### src/sar_adc_control_map.svh
// Register offsets, field positions, reset values and timing counts.
// Included by the converter control modules; definitions only.
`ifndef SAR_ADC_CONTROL_MAP_SVH
`define SAR_ADC_CONTROL_MAP_SVH

`define RESULT_HIGH_OFS 16'hffc4
`define RESULT_LOW_OFS 16'hffc5
`define CONVERSION_MODE_OFS 16'hffc6
`define CONVERSION_START_OFS 16'hffc7
`define MODULE_CLOCK_STOP_ONE_OFS 16'hfffa
`define CONVERSION_END_OFS 16'hfffc

`define MODE_SPEED_BIT 7
`define MODE_TRIG_BIT 6
`define START_FLAG_BIT 7
`define STANDBY_BIT 4
`define END_REQ_BIT 0
`define END_EN_BIT 1

`define MODE_RESET 8'h30
`define MODE_FIXED_ONES 8'h30
`define START_FIXED_ONES 8'h7f
`define CLOCK_STOP_RESET 8'hff

`define SLOW_PERIOD 7'd62
`define FAST_PERIOD 7'd31
`define RESULT_BITS 10

`endif

### src/sar_adc_control_pkg.sv
// Types shared by the converter control modules.
// Assumes the map header supplies all numeric constants.
package sar_adc_control_pkg;
  typedef enum logic [1:0] {
    SEQ_IDLE,
    SEQ_RUN,
    SEQ_DONE
  } seq_state_t;
  typedef logic [9:0] result_t;
endpackage

### src/sar_adc_control.sv
// Top of the converter control: APB registers, start flag, channel select.
// Assumes an APB master on core_clk and an analog comparator on compareHigh.
`timescale 1ns/10ps
`include "sar_adc_control_map.svh"
module sar_adc_control import sar_adc_control_pkg::*; (
  input wire logic core_clk,
  input wire logic arst_n,
  input wire logic psel,
  input wire logic penable,
  input wire logic pwrite,
  input wire logic [15:0] paddr,
  input wire logic [31:0] pwdata,
  input wire logic [3:0] pstrb,
  output logic [31:0] prdata,
  output logic pready,
  output logic pslverr,
  input wire logic externalTriggerPin,
  input wire logic triggerEdgeSelect,
  input wire logic compareHigh,
  output logic [9:0] trialCode,
  output logic [11:0] channelEnable,
  output logic converterActive,
  output logic conversionEndRequest,
  output logic conversionEndIrq
);
  logic [7:0] mode_q, mode_d;
  logic startFlag_q, startFlag_d;
  logic [7:0] clockStop_q, clockStop_d;
  logic endReq_q, endReq_d;
  logic endEn_q, endEn_d;
  logic [7:0] resultHigh_q, resultHigh_d;
  logic [1:0] resultLow_q, resultLow_d;
  logic [11:0] chan_q, chan_d;
  logic [31:0] rdata_q, rdata_d;
  logic writeAcc, readAcc, mapped, standby, edgeSeen;
  logic seqStart, seqAbort, seqBusy, seqDone;
  logic [9:0] finalCode;

  function automatic logic [11:0] decodeChannel(input logic [3:0] sel);
    decodeChannel = 12'h000;
    if (sel[3:2] != 2'b00) begin
      decodeChannel[{sel[3:2] - 2'b01, sel[1:0]}] = 1'b1;
    end
  endfunction

  sar_adc_trigger_sync u_trig (
    .core_clk(core_clk),
    .arst_n(arst_n),
    .externalTriggerPin(externalTriggerPin),
    .triggerEdgeSelect(triggerEdgeSelect),
    .edgeSeen(edgeSeen)
  );

  sar_adc_sequencer u_seq (
    .core_clk(core_clk),
    .arst_n(arst_n),
    .start(seqStart),
    .abort(seqAbort),
    .hold(standby),
    .fastMode(mode_q[`MODE_SPEED_BIT]),
    .compareHigh(compareHigh),
    .busy(seqBusy),
    .done(seqDone),
    .trialCode(trialCode),
    .finalCode(finalCode)
  );

  assign pready = 1'b1;
  assign writeAcc = psel & penable & pwrite;
  assign readAcc = psel & ~penable & ~pwrite;
  assign standby = ~clockStop_q[`STANDBY_BIT];
  assign pslverr = psel & penable & ~mapped;

  always_comb begin
    if (paddr == `RESULT_HIGH_OFS) mapped = 1'b1;
    else if (paddr == `RESULT_LOW_OFS) mapped = 1'b1;
    else if (paddr == `CONVERSION_MODE_OFS) mapped = 1'b1;
    else if (paddr == `CONVERSION_START_OFS) mapped = 1'b1;
    else if (paddr == `MODULE_CLOCK_STOP_ONE_OFS) mapped = 1'b1;
    else if (paddr == `CONVERSION_END_OFS) mapped = 1'b1;
    else mapped = 1'b0;
  end

  always_comb begin
    mode_d = mode_q;
    startFlag_d = startFlag_q;
    clockStop_d = clockStop_q;
    endReq_d = endReq_q;
    endEn_d = endEn_q;
    resultHigh_d = resultHigh_q;
    resultLow_d = resultLow_q;
    seqStart = 1'b0;
    seqAbort = 1'b0;
    // Clock stop register stays writable so software can leave standby
    if (writeAcc && pstrb[0] && paddr == `MODULE_CLOCK_STOP_ONE_OFS) begin
      clockStop_d = pwdata[7:0];
    end
    if (!standby) begin
      if (writeAcc && pstrb[0]) begin
        if (paddr == `CONVERSION_MODE_OFS) begin
          mode_d = {pwdata[7:6], 2'b11, pwdata[3:0]};
        end else if (paddr == `CONVERSION_START_OFS) begin
          if (pwdata[`START_FLAG_BIT]) begin
            startFlag_d = 1'b1;
            seqStart = ~seqBusy;
          end else begin
            startFlag_d = 1'b0;
            seqAbort = 1'b1;
          end
        end else if (paddr == `CONVERSION_END_OFS) begin
          endEn_d = pwdata[`END_EN_BIT];
          if (!pwdata[`END_REQ_BIT]) begin
            endReq_d = 1'b0;
          end
        end
      end
      if (mode_q[`MODE_TRIG_BIT] && edgeSeen && !startFlag_q) begin
        startFlag_d = 1'b1;
        seqStart = 1'b1;
      end
      if (seqDone && startFlag_q) begin
        resultHigh_d = finalCode[9:2];
        resultLow_d = finalCode[1:0];
        startFlag_d = 1'b0;
        endReq_d = 1'b1;
      end
    end
  end

  always_comb begin
    chan_d = decodeChannel(mode_q[3:0]);
    rdata_d = rdata_q;
    if (readAcc) begin
      if (paddr == `RESULT_HIGH_OFS) rdata_d = {24'h000000, resultHigh_q};
      else if (paddr == `RESULT_LOW_OFS) rdata_d = {24'h000000, resultLow_q, 6'h00};
      else if (paddr == `CONVERSION_MODE_OFS) rdata_d = {24'h000000, mode_q | `MODE_FIXED_ONES};
      else if (paddr == `CONVERSION_START_OFS)
        rdata_d = {24'h000000, startFlag_q, 7'h7f};
      else if (paddr == `MODULE_CLOCK_STOP_ONE_OFS) rdata_d = {24'h000000, clockStop_q};
      else if (paddr == `CONVERSION_END_OFS)
        rdata_d = {30'h00000000, endEn_q, endReq_q};
      else rdata_d = 32'h00000000;
    end
  end

  assign prdata = rdata_q;
  assign converterActive = startFlag_q & ~standby;
  assign conversionEndRequest = endReq_q;
  assign conversionEndIrq = endReq_q & endEn_q;

  // Result flops carry no reset so their content survives a reset
  always_ff @(posedge core_clk) begin
    resultHigh_q <= resultHigh_d;
    resultLow_q <= resultLow_d;
  end

  always_ff @(posedge core_clk or negedge arst_n) begin
    if (!arst_n) begin
      mode_q <= `MODE_RESET;
      startFlag_q <= 1'b0;
      clockStop_q <= `CLOCK_STOP_RESET;
      endReq_q <= 1'b0;
      endEn_q <= 1'b0;
      chan_q <= 12'h000;
      rdata_q <= 32'h00000000;
    end else begin
      mode_q <= mode_d;
      startFlag_q <= startFlag_d;
      clockStop_q <= clockStop_d;
      endReq_q <= endReq_d;
      endEn_q <= endEn_d;
      chan_q <= chan_d;
      rdata_q <= rdata_d;
    end
  end

  assign channelEnable = chan_q;
endmodule // sar_adc_control

### src/sar_adc_sequencer.sv
// Conversion sequencer: period counter and successive approximation register.
// Assumes the comparator output is synchronous to core_clk.
`timescale 1ns/10ps
`include "sar_adc_control_map.svh"
module sar_adc_sequencer import sar_adc_control_pkg::*; (
  input wire logic core_clk,
  input wire logic arst_n,
  input wire logic start,
  input wire logic abort,
  input wire logic hold,
  input wire logic fastMode,
  input wire logic compareHigh,
  output logic busy,
  output logic done,
  output logic [9:0] trialCode,
  output logic [9:0] finalCode
);
  seq_state_t state_q, state_d;
  logic [6:0] count_q, count_d;
  logic [9:0] sar_q, sar_d;
  logic [3:0] bit_q, bit_d;
  logic [6:0] stepLen;

  function automatic logic [6:0] periodOf(input logic fast);
    periodOf = fast ? `FAST_PERIOD : `SLOW_PERIOD;
  endfunction

  always_comb begin
    state_d = state_q;
    count_d = count_q;
    sar_d = sar_q;
    bit_d = bit_q;
    done = 1'b0;
    // Spread ten trials over the period; a step ends every period/10 clocks
    stepLen = periodOf(fastMode) / 7'd10;
    if (hold) begin
      state_d = state_q;
    end else if (abort) begin
      state_d = SEQ_IDLE;
    end else begin
      case (state_q)
        SEQ_IDLE: begin
          if (start) begin
            state_d = SEQ_RUN;
            count_d = periodOf(fastMode) - 7'd1;
            sar_d = 10'h200;
            bit_d = 4'd9;
          end
        end
        SEQ_RUN: begin
          count_d = count_q - 7'd1;
          if ((count_q % stepLen) == 7'd0 && bit_q != 4'hf) begin
            sar_d[bit_q] = compareHigh;
            if (bit_q != 4'd0) begin
              sar_d[bit_q - 4'd1] = 1'b1;
            end
            bit_d = bit_q - 4'd1;
          end
          if (count_q == 7'd0) begin
            state_d = SEQ_DONE;
          end
        end
        SEQ_DONE: begin
          done = 1'b1;
          state_d = SEQ_IDLE;
        end
        default: state_d = SEQ_IDLE;
      endcase
    end
  end

  assign busy = (state_q != SEQ_IDLE);
  assign trialCode = sar_q;
  assign finalCode = sar_q;

  always_ff @(posedge core_clk or negedge arst_n) begin
    if (!arst_n) begin
      state_q <= SEQ_IDLE;
      count_q <= 7'd0;
      sar_q <= 10'h000;
      bit_q <= 4'd0;
    end else begin
      state_q <= state_d;
      count_q <= count_d;
      sar_q <= sar_d;
      bit_q <= bit_d;
    end
  end
endmodule // sar_adc_sequencer

### src/sar_adc_trigger_sync.sv
// External trigger synchroniser and edge detector.
// Assumes the trigger pin is asynchronous to core_clk.
`timescale 1ns/10ps
`include "sar_adc_control_map.svh"
module sar_adc_trigger_sync import sar_adc_control_pkg::*; (
  input wire logic core_clk,
  input wire logic arst_n,
  input wire logic externalTriggerPin,
  input wire logic triggerEdgeSelect,
  output logic edgeSeen
);
  logic meta_q, meta_d, sync_q, sync_d, prev_q, prev_d;

  always_comb begin
    meta_d = externalTriggerPin;
    sync_d = meta_q;
    prev_d = sync_q;
    // Edge select high means rising edge
    edgeSeen = triggerEdgeSelect ? (sync_q & ~prev_q) : (~sync_q & prev_q);
  end

  always_ff @(posedge core_clk or negedge arst_n) begin
    if (!arst_n) begin
      meta_q <= 1'b0;
      sync_q <= 1'b0;
      prev_q <= 1'b0;
    end else begin
      meta_q <= meta_d;
      sync_q <= sync_d;
      prev_q <= prev_d;
    end
  end
endmodule // sar_adc_trigger_sync
### config.mk
export PLATFORM = sky130hd
export DESIGN_NAME = sar_adc_control
export DESIGN_NICKNAME = d
export VERILOG_FILES = /design/src/sar_adc_control_pkg.sv /design/src/sar_adc_control.sv /design/src/sar_adc_sequencer.sv /design/src/sar_adc_trigger_sync.sv
export VERILOG_INCLUDE_DIRS = /design/src
export SDC_FILE = /design/constraint.sdc
export NUM_CORES = 1
export LEC_CHECK = 0
export BUFFER_PORTS_ARGS = -buffer_cell sky130_fd_sc_hd__buf_4
export CAP_MARGIN = 20
export CORE_MARGIN = 3
export CORE_UTILIZATION = 54
export CTS_CLUSTER_DIAMETER = 40
export CTS_CLUSTER_SIZE = 28
export DETAILED_ROUTE_END_ITERATION = 8
export MAX_ROUTING_LAYER = met4
export PLACE_DENSITY = 0.8
export SETUP_SLACK_MARGIN = 0.15
export SLEW_MARGIN = 5
export SYNTH_ARGS = -nofsm -noshare
export SYNTH_HDL_FRONTEND = slang
export SYNTH_HIERARCHICAL = 1
export SYNTH_SLANG_ARGS = --single-unit
### constraint.sdc
create_clock -name core_clk -period 14.4 [get_ports core_clk]
set_input_delay 1.44 -clock core_clk [delete_from_list [all_inputs] [get_ports core_clk]]
set_output_delay 1.44 -clock core_clk [all_outputs]
set_load 0.1 [all_outputs]
---- After elaboration in Yosys (flattened, before gate mapping) ----
Cells that the tools add are included.
word-level totals
  register bits ........................... 97
  input port bits ......................... 60
  output and inout bits ................... 59
  logic and storage cells ................. 154
cells by class
  add/subtract/negate cells ............... 4
  divide/modulo/power cells ............... 2
  magnitude comparators ................... 6
  equal/unequal tests ..................... 17
  muxes and demuxes ....................... 61
  bitwise gates (word level) .............. 19
  reductions and logical operators ........ 29
operator list
  operator              count
  $eq 16x16->1 const B  6
  $mux 8                5
  $mux 1                36
  $mux 10               3
  $pmux 10 s2           1
  $lt 4x5->1 const B    3
  $logic_not 7->1       2
  $pmux 7 s2            1
  $sub 7x1->7 const B   2
  $demux 1 s4           3
  $ge 4x1->1 const B    3
  $mux 12               1
  $bwmux 10             1
  $or 10x10->10         1
  $reduce_and 5->1      2
  $reduce_bool 2->1     5
  $and 1x1->1           9
  $logic_and 1x1->1     9
  $not 1->1             9
  $mux 2                4
  $mux 4                2
  $ne 2x1->1 const B    4
  $pmux 4 s2            1
  $reduce_and 4->1      2
  other kinds (21)      23

---- Depth between registers and ports, before layout ----
Gate-level depths: netlist (run 1).
  word-level depth ........................ 11
  gate-level depth with buffers ........... 36
  depth with buffers taken out ............ 34

---- Cells and area by module ----
Netlist (run 1), hierarchy kept.
by module, submodules not included
  module                instances  cells an instance  area an instance (µm²)  sequential area each (µm²)
  sar_adc_sequencer     1          350                2725.1                  575.6
  sar_adc_control       1          204                2292.2                  1236.2
  sar_adc_trigger_sync  1          6                  97.6                    75.1

---- Worst setup path after synthesis (run 1) ----
No wires, ideal clock.
  path kind ............................... register to register
  start ................................... register mode_q[7]
  end ..................................... register u_seq.sar_q[9], in the netlist u_seq/finalCode[9]
  library setup time ...................... 131 ps
  arrival ................................. 6954 ps
  data required time ...................... 14269 ps
  slack ................................... 7316 ps
  cell stages (with the launch flop) ...... 35
  path buffers ............................ 2
  period minus slack after synthesis ...... 7084 ps
  cell sequence ........................... dfrtp_1 inv_1 ha_1 o21ai_0 and2_1 ha_1 o22ai_1 nand3_1 o21ai_0 ha_1 nor2b_1 mux2_4 o21ai_0 nand3_1 ha_1 o21a_1 o21ai_1 o2bb2a_4 a21oi_1 xnor2_1 ha_1 inv_1 a211oi_1 mux2_4 or4_4 and2_1 ha_1 xnor2_1 nand3b_1 a311oi_1 a311oi_1 nor4_2 buf_4 buf_6 a22oi_2
between the ends
  cells in the longest elaborated chain, start to end .. 7
RTL lines
  what                               line                     text
  start, declared                    sar_adc_control.sv:26    logic [7:0] mode_q, mode_d;
  start signal, assigned             sar_adc_control.sv:159   mode_q <= `MODE_RESET;
  start signal, assigned             sar_adc_control.sv:167   mode_q <= mode_d;
  $mux 6 (no source line)            --
  $div 7x4->7                        sar_adc_sequencer.sv:35  stepLen = periodOf(fastMode) / 7'd10;
  $mod 7x7->7                        sar_adc_sequencer.sv:52  if ((count_q % stepLen) == 7'd0 && bit_q != 4'hf) begin
  $logic_not 7->1                    sar_adc_sequencer.sv:52
  $logic_and 1x1->1                  sar_adc_sequencer.sv:52
  $ne 2x1->1 (no source line)        --
  $reduce_and 5->1 (no source line)  --
  end signal, assigned               sar_adc_sequencer.sv:85  sar_q <= sar_d;
  end, declared                      sar_adc_sequencer.sv:20  logic [9:0] sar_q, sar_d;
No other way between the ends.
A chain may end at the register's enable or synchronous reset.

---- Final worst setup path (run 1) ----
Ends and elaborated chain as after synthesis.

==> flow_metrics.py, run 1 <==
metrics = {
    "clocking": {
        "cts_setup_buffers": 0,
        "root_buffer": "clkbuf_8",
        "clk_latency_ns": 0.35,
        "clock_sinks": 73,
        "cts.reportedPaths.clkPinSlew_ns": 0.09,
        "cts_hold_buf": 0,
        "cts_resized": 0,
        "ctsLongestPathBuffers": 2,
        "cts-htree-levels": 3,
        "cts_tree": "built",
        "numCtsBuffers": 9,
    },
    "detailed_routing": {
        "drcViolationCount": 0,
        "dr_total_vias": 4396,
        "vias_per_cell": 5.95,
        "route.met3.wl_um": 920,
        "drtIter0Drc": 318,
        "wl_per_cell_um": 16.4,
        "drtPass1Iterations": 4,
        "antenna_left": 0,
        "wl_met1_um": 5160,
        "met2WireLength_um": 5890,
        "routed_wl_um": 12100,
        "top_layer": "met4",
    },
    "floorplan": {
        "row_count": 34,
        "die_area_um2": 10700,
        "initial_utilization": 0.570,
        "core_um2": 8980,
        "die_y_um": 103,
        "die_x_um": 103,
        "io_pins": 119,
    },
    "power": {
        "clockPowerShare": 0.398,
        "internal_power_mw": 0.335,
        "leakage_nw": 2.56,
        "combPwrFrac": 0.163,
        "seq_power_share": 0.440,
        "ir_drop_v": 0.0000536,
        "switching_power_mw": 0.151,
        "swShare": 0.310,
        "pwr_density_cell_nw_per_um2": 84.2,
        "power_mw": 0.486,
    },
    "global_route": {
        "grt-ovfl-total": 0,
        "grt_pass1_vias": 4125,
        "grt_antenna_before_repair": 0,
        "grt_max_degree": 64,
        "grt_pass1_wl_um": 19700,
        "grt_util_all_layers": 0.235,
    },
    "timing": {
        "finalSetupTns_ns": 0,
        "max_freq_ghz": 0.117,
        "worst_slew_pin_slew_ns": 0.945,
        "slew_viol_final": 0,
        "setup_ws_ns": 5.89,
        "max_slew_margin": 0.365,
        "skew_ns": 0.0165,
        "grt_setup_unrepaired": "no",
        "layout_min_cycle_time_ns": 8.51,
        "finalHoldViolations": 0,
        "finalSetupViolations": 0,
        "hold_ws_ns": 0.349,
        "timing.final.crit_share": 0.591,
    },
    "placed_design": {
        "port_buffers": 66,
        "post_dp_cell_area_um2": 5530,
        "place_ws_ns": 5.99,
        "dp_hpwl_um": 8820,
        "place_congestion": 0.935,
    },
    "run_status": {
        "status": "finished clean",
    },
    "worst_setup_path": {
        "crit_top_cell": "ha_1",
        "cp_num_buf_inv": 3,
        "reg2reg_slack_ns": 5.89,
        "cp_data_arrival_time_ns": 8.77,
        "slowest_delay_ns": 0.73,
        "startpoint_type": "flip-flop",
        "crit_fanout": 29,
        "crit_type": "reg -> reg",
        "crit_path_end_kind": "flip-flop",
        "required_ns": 14.66,
        "cp_slowest_cell": "dfrtp_1",
        "crit_family": "compound AO/OA/AOI/OAI gates",
    },
    "worst_hold_path": {
        "hp-class": "reg -> reg",
    },
    "logic_synthesis": {
        "yosys_warnings": 6,
        "synth_cell_type_count": 85,
        "syn_avg_cell_area_um2": 9.13,
        "ys.flop_type": "dfrtp_1",
        "synthArstFlopShare": 0.863,
        "synth_edf_count": 10,
        "syn_area_um2": 5110,
        "ys_seq_elements": 73,
        "ys_seq_area_frac": 0.369,
        "synthCells": 560,
    },
    "cells_and_area": {
        "fillers": 724,
        "area_growth_pct": 12.9,
        "num_antenna_cells": 0,
        "drive_above_1_share": 0.237,
        "design_area_um2": 5780,
        "fin_nets": 688,
    },
    "run": {
        "drv_cap": 0,
    },
}
-- state kept, by name, indices dropped and copies added, names as in the netlist, 2 cells and up --
name and count:
channelEnable 12, u_seq/finalCode 10, mode_q 6, u_seq/state_q 2, prdata 8, clockStop_q 8
u_seq/bit_q 4, u_seq/count_q 7, resultLow_q 2, resultHigh_q 8
-- layout make-up --
class,instances,area (µm²),share of cell area
clock buffers,10,149,0.0258
clock inverters,6,95.1,0.0165
inverters,14,52.6,0.00910
multi-input cells,440,2910,0.504
flip-flops and latches,73,1890,0.327
well taps,126,158,0.0273
repair buffers,70,526,0.0910
-- cell usage after synthesis (5+ instances only) --
cell      count  area [µm²]
a21oi_1      25         125
a31oi_1      14        87.6
a32oi_1       5        43.8
and2_1        5        31.3
and3_1        6        37.5
buf_4        37         278
clkbuf_1     14        52.6
dfrtp_1      55        1380
dfstp_2       8         210
edfxtp_1     10         300
ha_1         20         250
inv_1        14        52.6
mux2_2       15         169
mux2i_1      13         130
nand2_1      55         206
nand2b_1     10        62.6
nand3_1      22         110
nor2_1       47         176
nor2b_1      17         106
nor3_1       19        95.1
nor3b_1       5        37.5
nor4_1        5        31.3
o21ai_0      19        95.1
o21ai_1       5        25.0
o21ai_2       7        61.3
o31ai_1       5        37.5
xnor2_1       6        52.6
-- metal layers --
metal / GRT usage / vias up
met2: 0.395 / 218
met4: 0.0568 / 0
met1: 0.299 / 2065
met3: 0.0369 / 17
met5: - / -
li1: - / 2096
-- cells by family after synthesis --
logic type / after synthesis / share of synthesized area
DFF: 73 / 0.369
adders and majority gates: 20 / 0.0489
AOI/OAI and AO/OA: 130 / 0.185
xor gates and xnor gates: 9 / 0.0154
buffers and inverters: 70 / 0.0810
other: 2 / 0.00147
muxes: 30 / 0.0643
and+or+nand+nor: 226 / 0.235
-- worst register-to-register path: cells and delay by family (launching register included) --
family | cells | cell delay [ns]
xor gates and xnor gates | 2 | 0.36
buffers and inverters | 3 | 0.80
adders and majority gates | 6 | 2.10
muxes | 2 | 0.64
DFF | 1 | 0.73
AOI/OAI and AO/OA | 13 | 2.13
and+or+nand+nor | 8 | 1.68
-- final timing paths --
| path | from | endpoint | depth (start not counted) |
|---|---|---|---|
| setup / recovery | mode_q[7] | u_seq/finalCode[9] | 34 |
| hold / removal | u_trig/meta_q | u_trig/prev_d | 0 |
| setup reg to reg | mode_q[7] | u_seq/finalCode[9] | 34 |
| hold reg to reg | u_trig/meta_q | u_trig/prev_d | 0 |
| max in group asynchronous | arst_n | u_seq/bit_q[0] | 1 |
| min in group asynchronous | arst_n | prdata[3] | 1 |
-- cell usage in the layout, fill, tap and decap left out, types with 9 or more instances in the layout --
master / count
buf_4: 70
nand2_1: 55
dfrtp_1: 55
nor2_1: 47
a21oi_1: 25
conb_1: 25
nand3_1: 22
ha_1: 20
nor3_1: 19
o21ai_0: 19
nor2b_1: 17
mux2_2: 15
inv_1: 14
a31oi_1: 14
mux2i_1: 13
nand2b_1: 10
edfxtp_1: 10
clkbuf_8: 9
-- stage by stage --
step | cells | util
after floorplan | 583 | -
after global placement | 723 | 0.616
after detailed placement | 723 | 0.616
after CTS | 739 | 0.643
after global routing | 739 | 0.643
final | 739 | 0.643
-- power by group through the flow --
stage	combinational, mW	clock, mW	sequential, mW
5_1_grt	0.0828	0.205	0.214
3_5_place_dp	0.0790	0	0.218
4_1_cts	0.0791	0.196	0.214
2_1_floorplan	0.0426	0	0.240
6_report	0.0792	0.193	0.214
3_3_place_gp	0.0785	0	0.218
No activity file was read; power rests on OpenSTA's default activity.
==> inputs of run 2 (changes only) <==
--- a/config.mk
+++ b/config.mk
@@ -9,12 +9,12 @@
 export BUFFER_PORTS_ARGS = -buffer_cell sky130_fd_sc_hd__buf_4
 export CAP_MARGIN = 20
 export CORE_MARGIN = 3
-export CORE_UTILIZATION = 54
+export CORE_UTILIZATION = 50
 export CTS_CLUSTER_DIAMETER = 40
 export CTS_CLUSTER_SIZE = 28
 export DETAILED_ROUTE_END_ITERATION = 8
 export MAX_ROUTING_LAYER = met4
-export PLACE_DENSITY = 0.8
+export PLACE_DENSITY = 0.78
 export SETUP_SLACK_MARGIN = 0.15
 export SLEW_MARGIN = 5
 export SYNTH_ARGS = -nofsm -noshare
==> constraint.sdc (replaced) <==
create_clock -name core_clk -period 7.01 [get_ports core_clk]
set_input_delay 0.701 -clock core_clk [delete_from_list [all_inputs] [get_ports core_clk]]
set_output_delay 0.701 -clock core_clk [all_outputs]
set_load 0.1 [all_outputs]
==> run 2 against run 1 <==
Final cell count increased by 3.7%. Core utilization decreased by 3.2 points. Via count increased by 2.2%. Flip-flop and latch count unchanged. Routed wire length increased by 4.4%. Clock skew decreased by 0.0065 ns. First-iteration DRC count increased by 7.9%. Setup slack got worse by 5.4 ns. Critical endpoint is now u_seq/bit_q[2]. Largest power group unchanged.
==> flow_metrics.py, run 2 (same netlist as run 1, synthesis figures left out) <==
metrics = {
    "timing": {
        "hold_ws_ns": 0.358,
        "layout_min_cycle_time_ns": 6.52,
        "slew_viol_final": 0,
        "finalSetupTns_ns": 0,
        "finalSetupViolations": 0,
        "max_slew_margin": 0.354,
        "finalHoldViolations": 0,
        "timing.final.crit_share": 0.930,
        "skew_ns": 0.0100,
        "grt_setup_unrepaired": "no",
        "worst_slew_pin_slew_ns": 0.965,
        "max_freq_ghz": 0.153,
    },
    "placed_design": {
        "place_congestion": 0.898,
        "port_buffers": 66,
        "dp_hpwl_um": 8980,
    },
    "power": {
        "pwr_density_cell_nw_per_um2": 152,
        "ir_drop_v": 0.000108,
        "power_mw": 0.916,
        "leakage_nw": 2.67,
    },
    "run_status": {
        "status": "finished clean",
    },
    "worst_setup_path": {
        "cp_num_buf_inv": 4,
        "crit_family": "simple AND/OR/NAND/NOR gates",
        "crit_path_end_kind": "flip-flop",
        "cp_data_arrival_time_ns": 6.79,
        "crit_top_cell": "o21ai_2",
        "startpoint": "mode_q[7]",
        "required_ns": 7.28,
        "crit_type": "reg -> reg",
        "worstReg2RegStart": "mode_q[7]",
        "cp.depth": 35,
        "rr_endpoint": "u_seq/bit_q[2]",
        "reg2reg_slack_ns": 0.49,
        "slowest_delay_ns": 0.44,
        "endpoint": "u_seq/bit_q[2]",
        "crit_fanout": 15,
        "startpoint_type": "flip-flop",
        "cp_slowest_cell": "or4_4",
        "r2r_cells": 35,
    },
    "cells_and_area": {
        "mostFrequentLayoutCell": "buf_4",
        "largest_reg_flops": 12,
        "mostFrequentLayoutCells": "86 x buf_4, 55 x nand2_1, 54 x dfrtp_1, 47 x nor2_1, 25 x conb_1",
        "num_antenna_cells": 0,
        "fillers": 818,
        "drive_above_1_share": 0.297,
        "fin_nets": 708,
        "area_growth_pct": 18.0,
    },
    "detailed_routing": {
        "routed_wl_um": 12600,
        "drtIter0Drc": 343,
        "drtPass1Iterations": 5,
        "drcViolationCount": 0,
        "antenna_left": 0,
        "dr_total_vias": 4492,
        "vias_per_cell": 5.86,
        "wl_per_cell_um": 16.5,
    },
    "clocking": {
        "root_buffer": "clkbuf_8",
        "cts.reportedPaths.clkPinSlew_ns": 0.09,
        "clock_sinks": 73,
        "cts-htree-levels": 3,
        "cts_hold_buf": 0,
        "numCtsBuffers": 9,
        "cts_tree": "built",
        "clk_latency_ns": 0.35,
        "ctsLongestPathBuffers": 2,
    },
    "floorplan": {
        "die_x_um": 107,
        "die_y_um": 107,
        "initial_utilization": 0.519,
        "core_um2": 9860,
        "die_area_um2": 11500,
        "row_count": 36,
        "io_pins": 119,
    },
    "global_route": {
        "grt-ovfl-total": 0,
        "grt_max_degree": 64,
        "grt_pass1_wl_um": 20400,
        "grt_pass1_vias": 4322,
        "grt_antenna_before_repair": 0,
        "grt_util_all_layers": 0.224,
    },
    "run": {
        "drv_cap": 0,
    },
    "worst_hold_path": {
        "hp-class": "reg -> reg",
    },
}
-- run 2: final cells by class --
cell class | count | area, µm² | share of cell area
Sequential cell | 73 | 1890 | 0.313
Multi-Input combinational cell | 440 | 3030 | 0.502
Inverter | 14 | 52.6 | 0.00871
Tap cell | 133 | 166 | 0.0276
Timing Repair Buffer | 90 | 714 | 0.118
Clock buffer | 9 | 124 | 0.0205
Clock inverter | 7 | 60.1 | 0.00995
-- run 2: worst min-delay path by stage --
stage                             start       endpoint  depth (start not counted)
after floorplan           u_trig/meta_q  u_trig/prev_d                          0
after global placement    u_trig/meta_q  u_trig/prev_d                          0
after detailed placement  u_trig/meta_q  u_trig/prev_d                          0
after CTS                 u_trig/meta_q  u_trig/prev_d                          0
after global routing      u_trig/meta_q  u_trig/prev_d                          0
final                     u_trig/meta_q  u_trig/prev_d                          0
-- run 2: stage by stage --
stage	instances	utilization	cell area [µm²]	worst slack, ns
after floorplan	583	-	5220	0.171
after global routing	766	0.612	6030	0.134
after detailed placement	737	0.570	5630	-0.00527
after global placement	737	0.570	5630	0.147
after CTS	759	0.599	5910	0.169
final	766	0.612	6030	0.492
-- run 2: power by group --
| group | switching (mW) | leakage, nW | internal (mW) |
|---|---|---|---|
| Combinational | 0.135 | 1.65 | 0.0276 |
| Sequential | 0.00443 | 0.918 | 0.435 |
| Clock | 0.178 | 0.0931 | 0.135 |
-- run 2: what timing repair did --
action / 4_1_cts / 5_1_grt
setup endpoints to repair: 14 / 14
pin swaps: 8 / 13
resized for setup: 7 / 14
gates cloned: 2 / 0
setup buffers: 4 / 6
hold endpoints to repair: 0 / 0
-- run 2: layer usage --
layer | part of all wire | vias up | wire (µm) | track usage
met1 | 0.41 | 2151 | 5240 | 0.268
met5 | 0 | - | 0 | -
met3 | 0.062 | 26 | 785 | 0.0415
met2 | 0.51 | 178 | 6410 | 0.383
li1 | - | 2137 | - | -
met4 | 0.016 | 0 | 208 | 0.0676
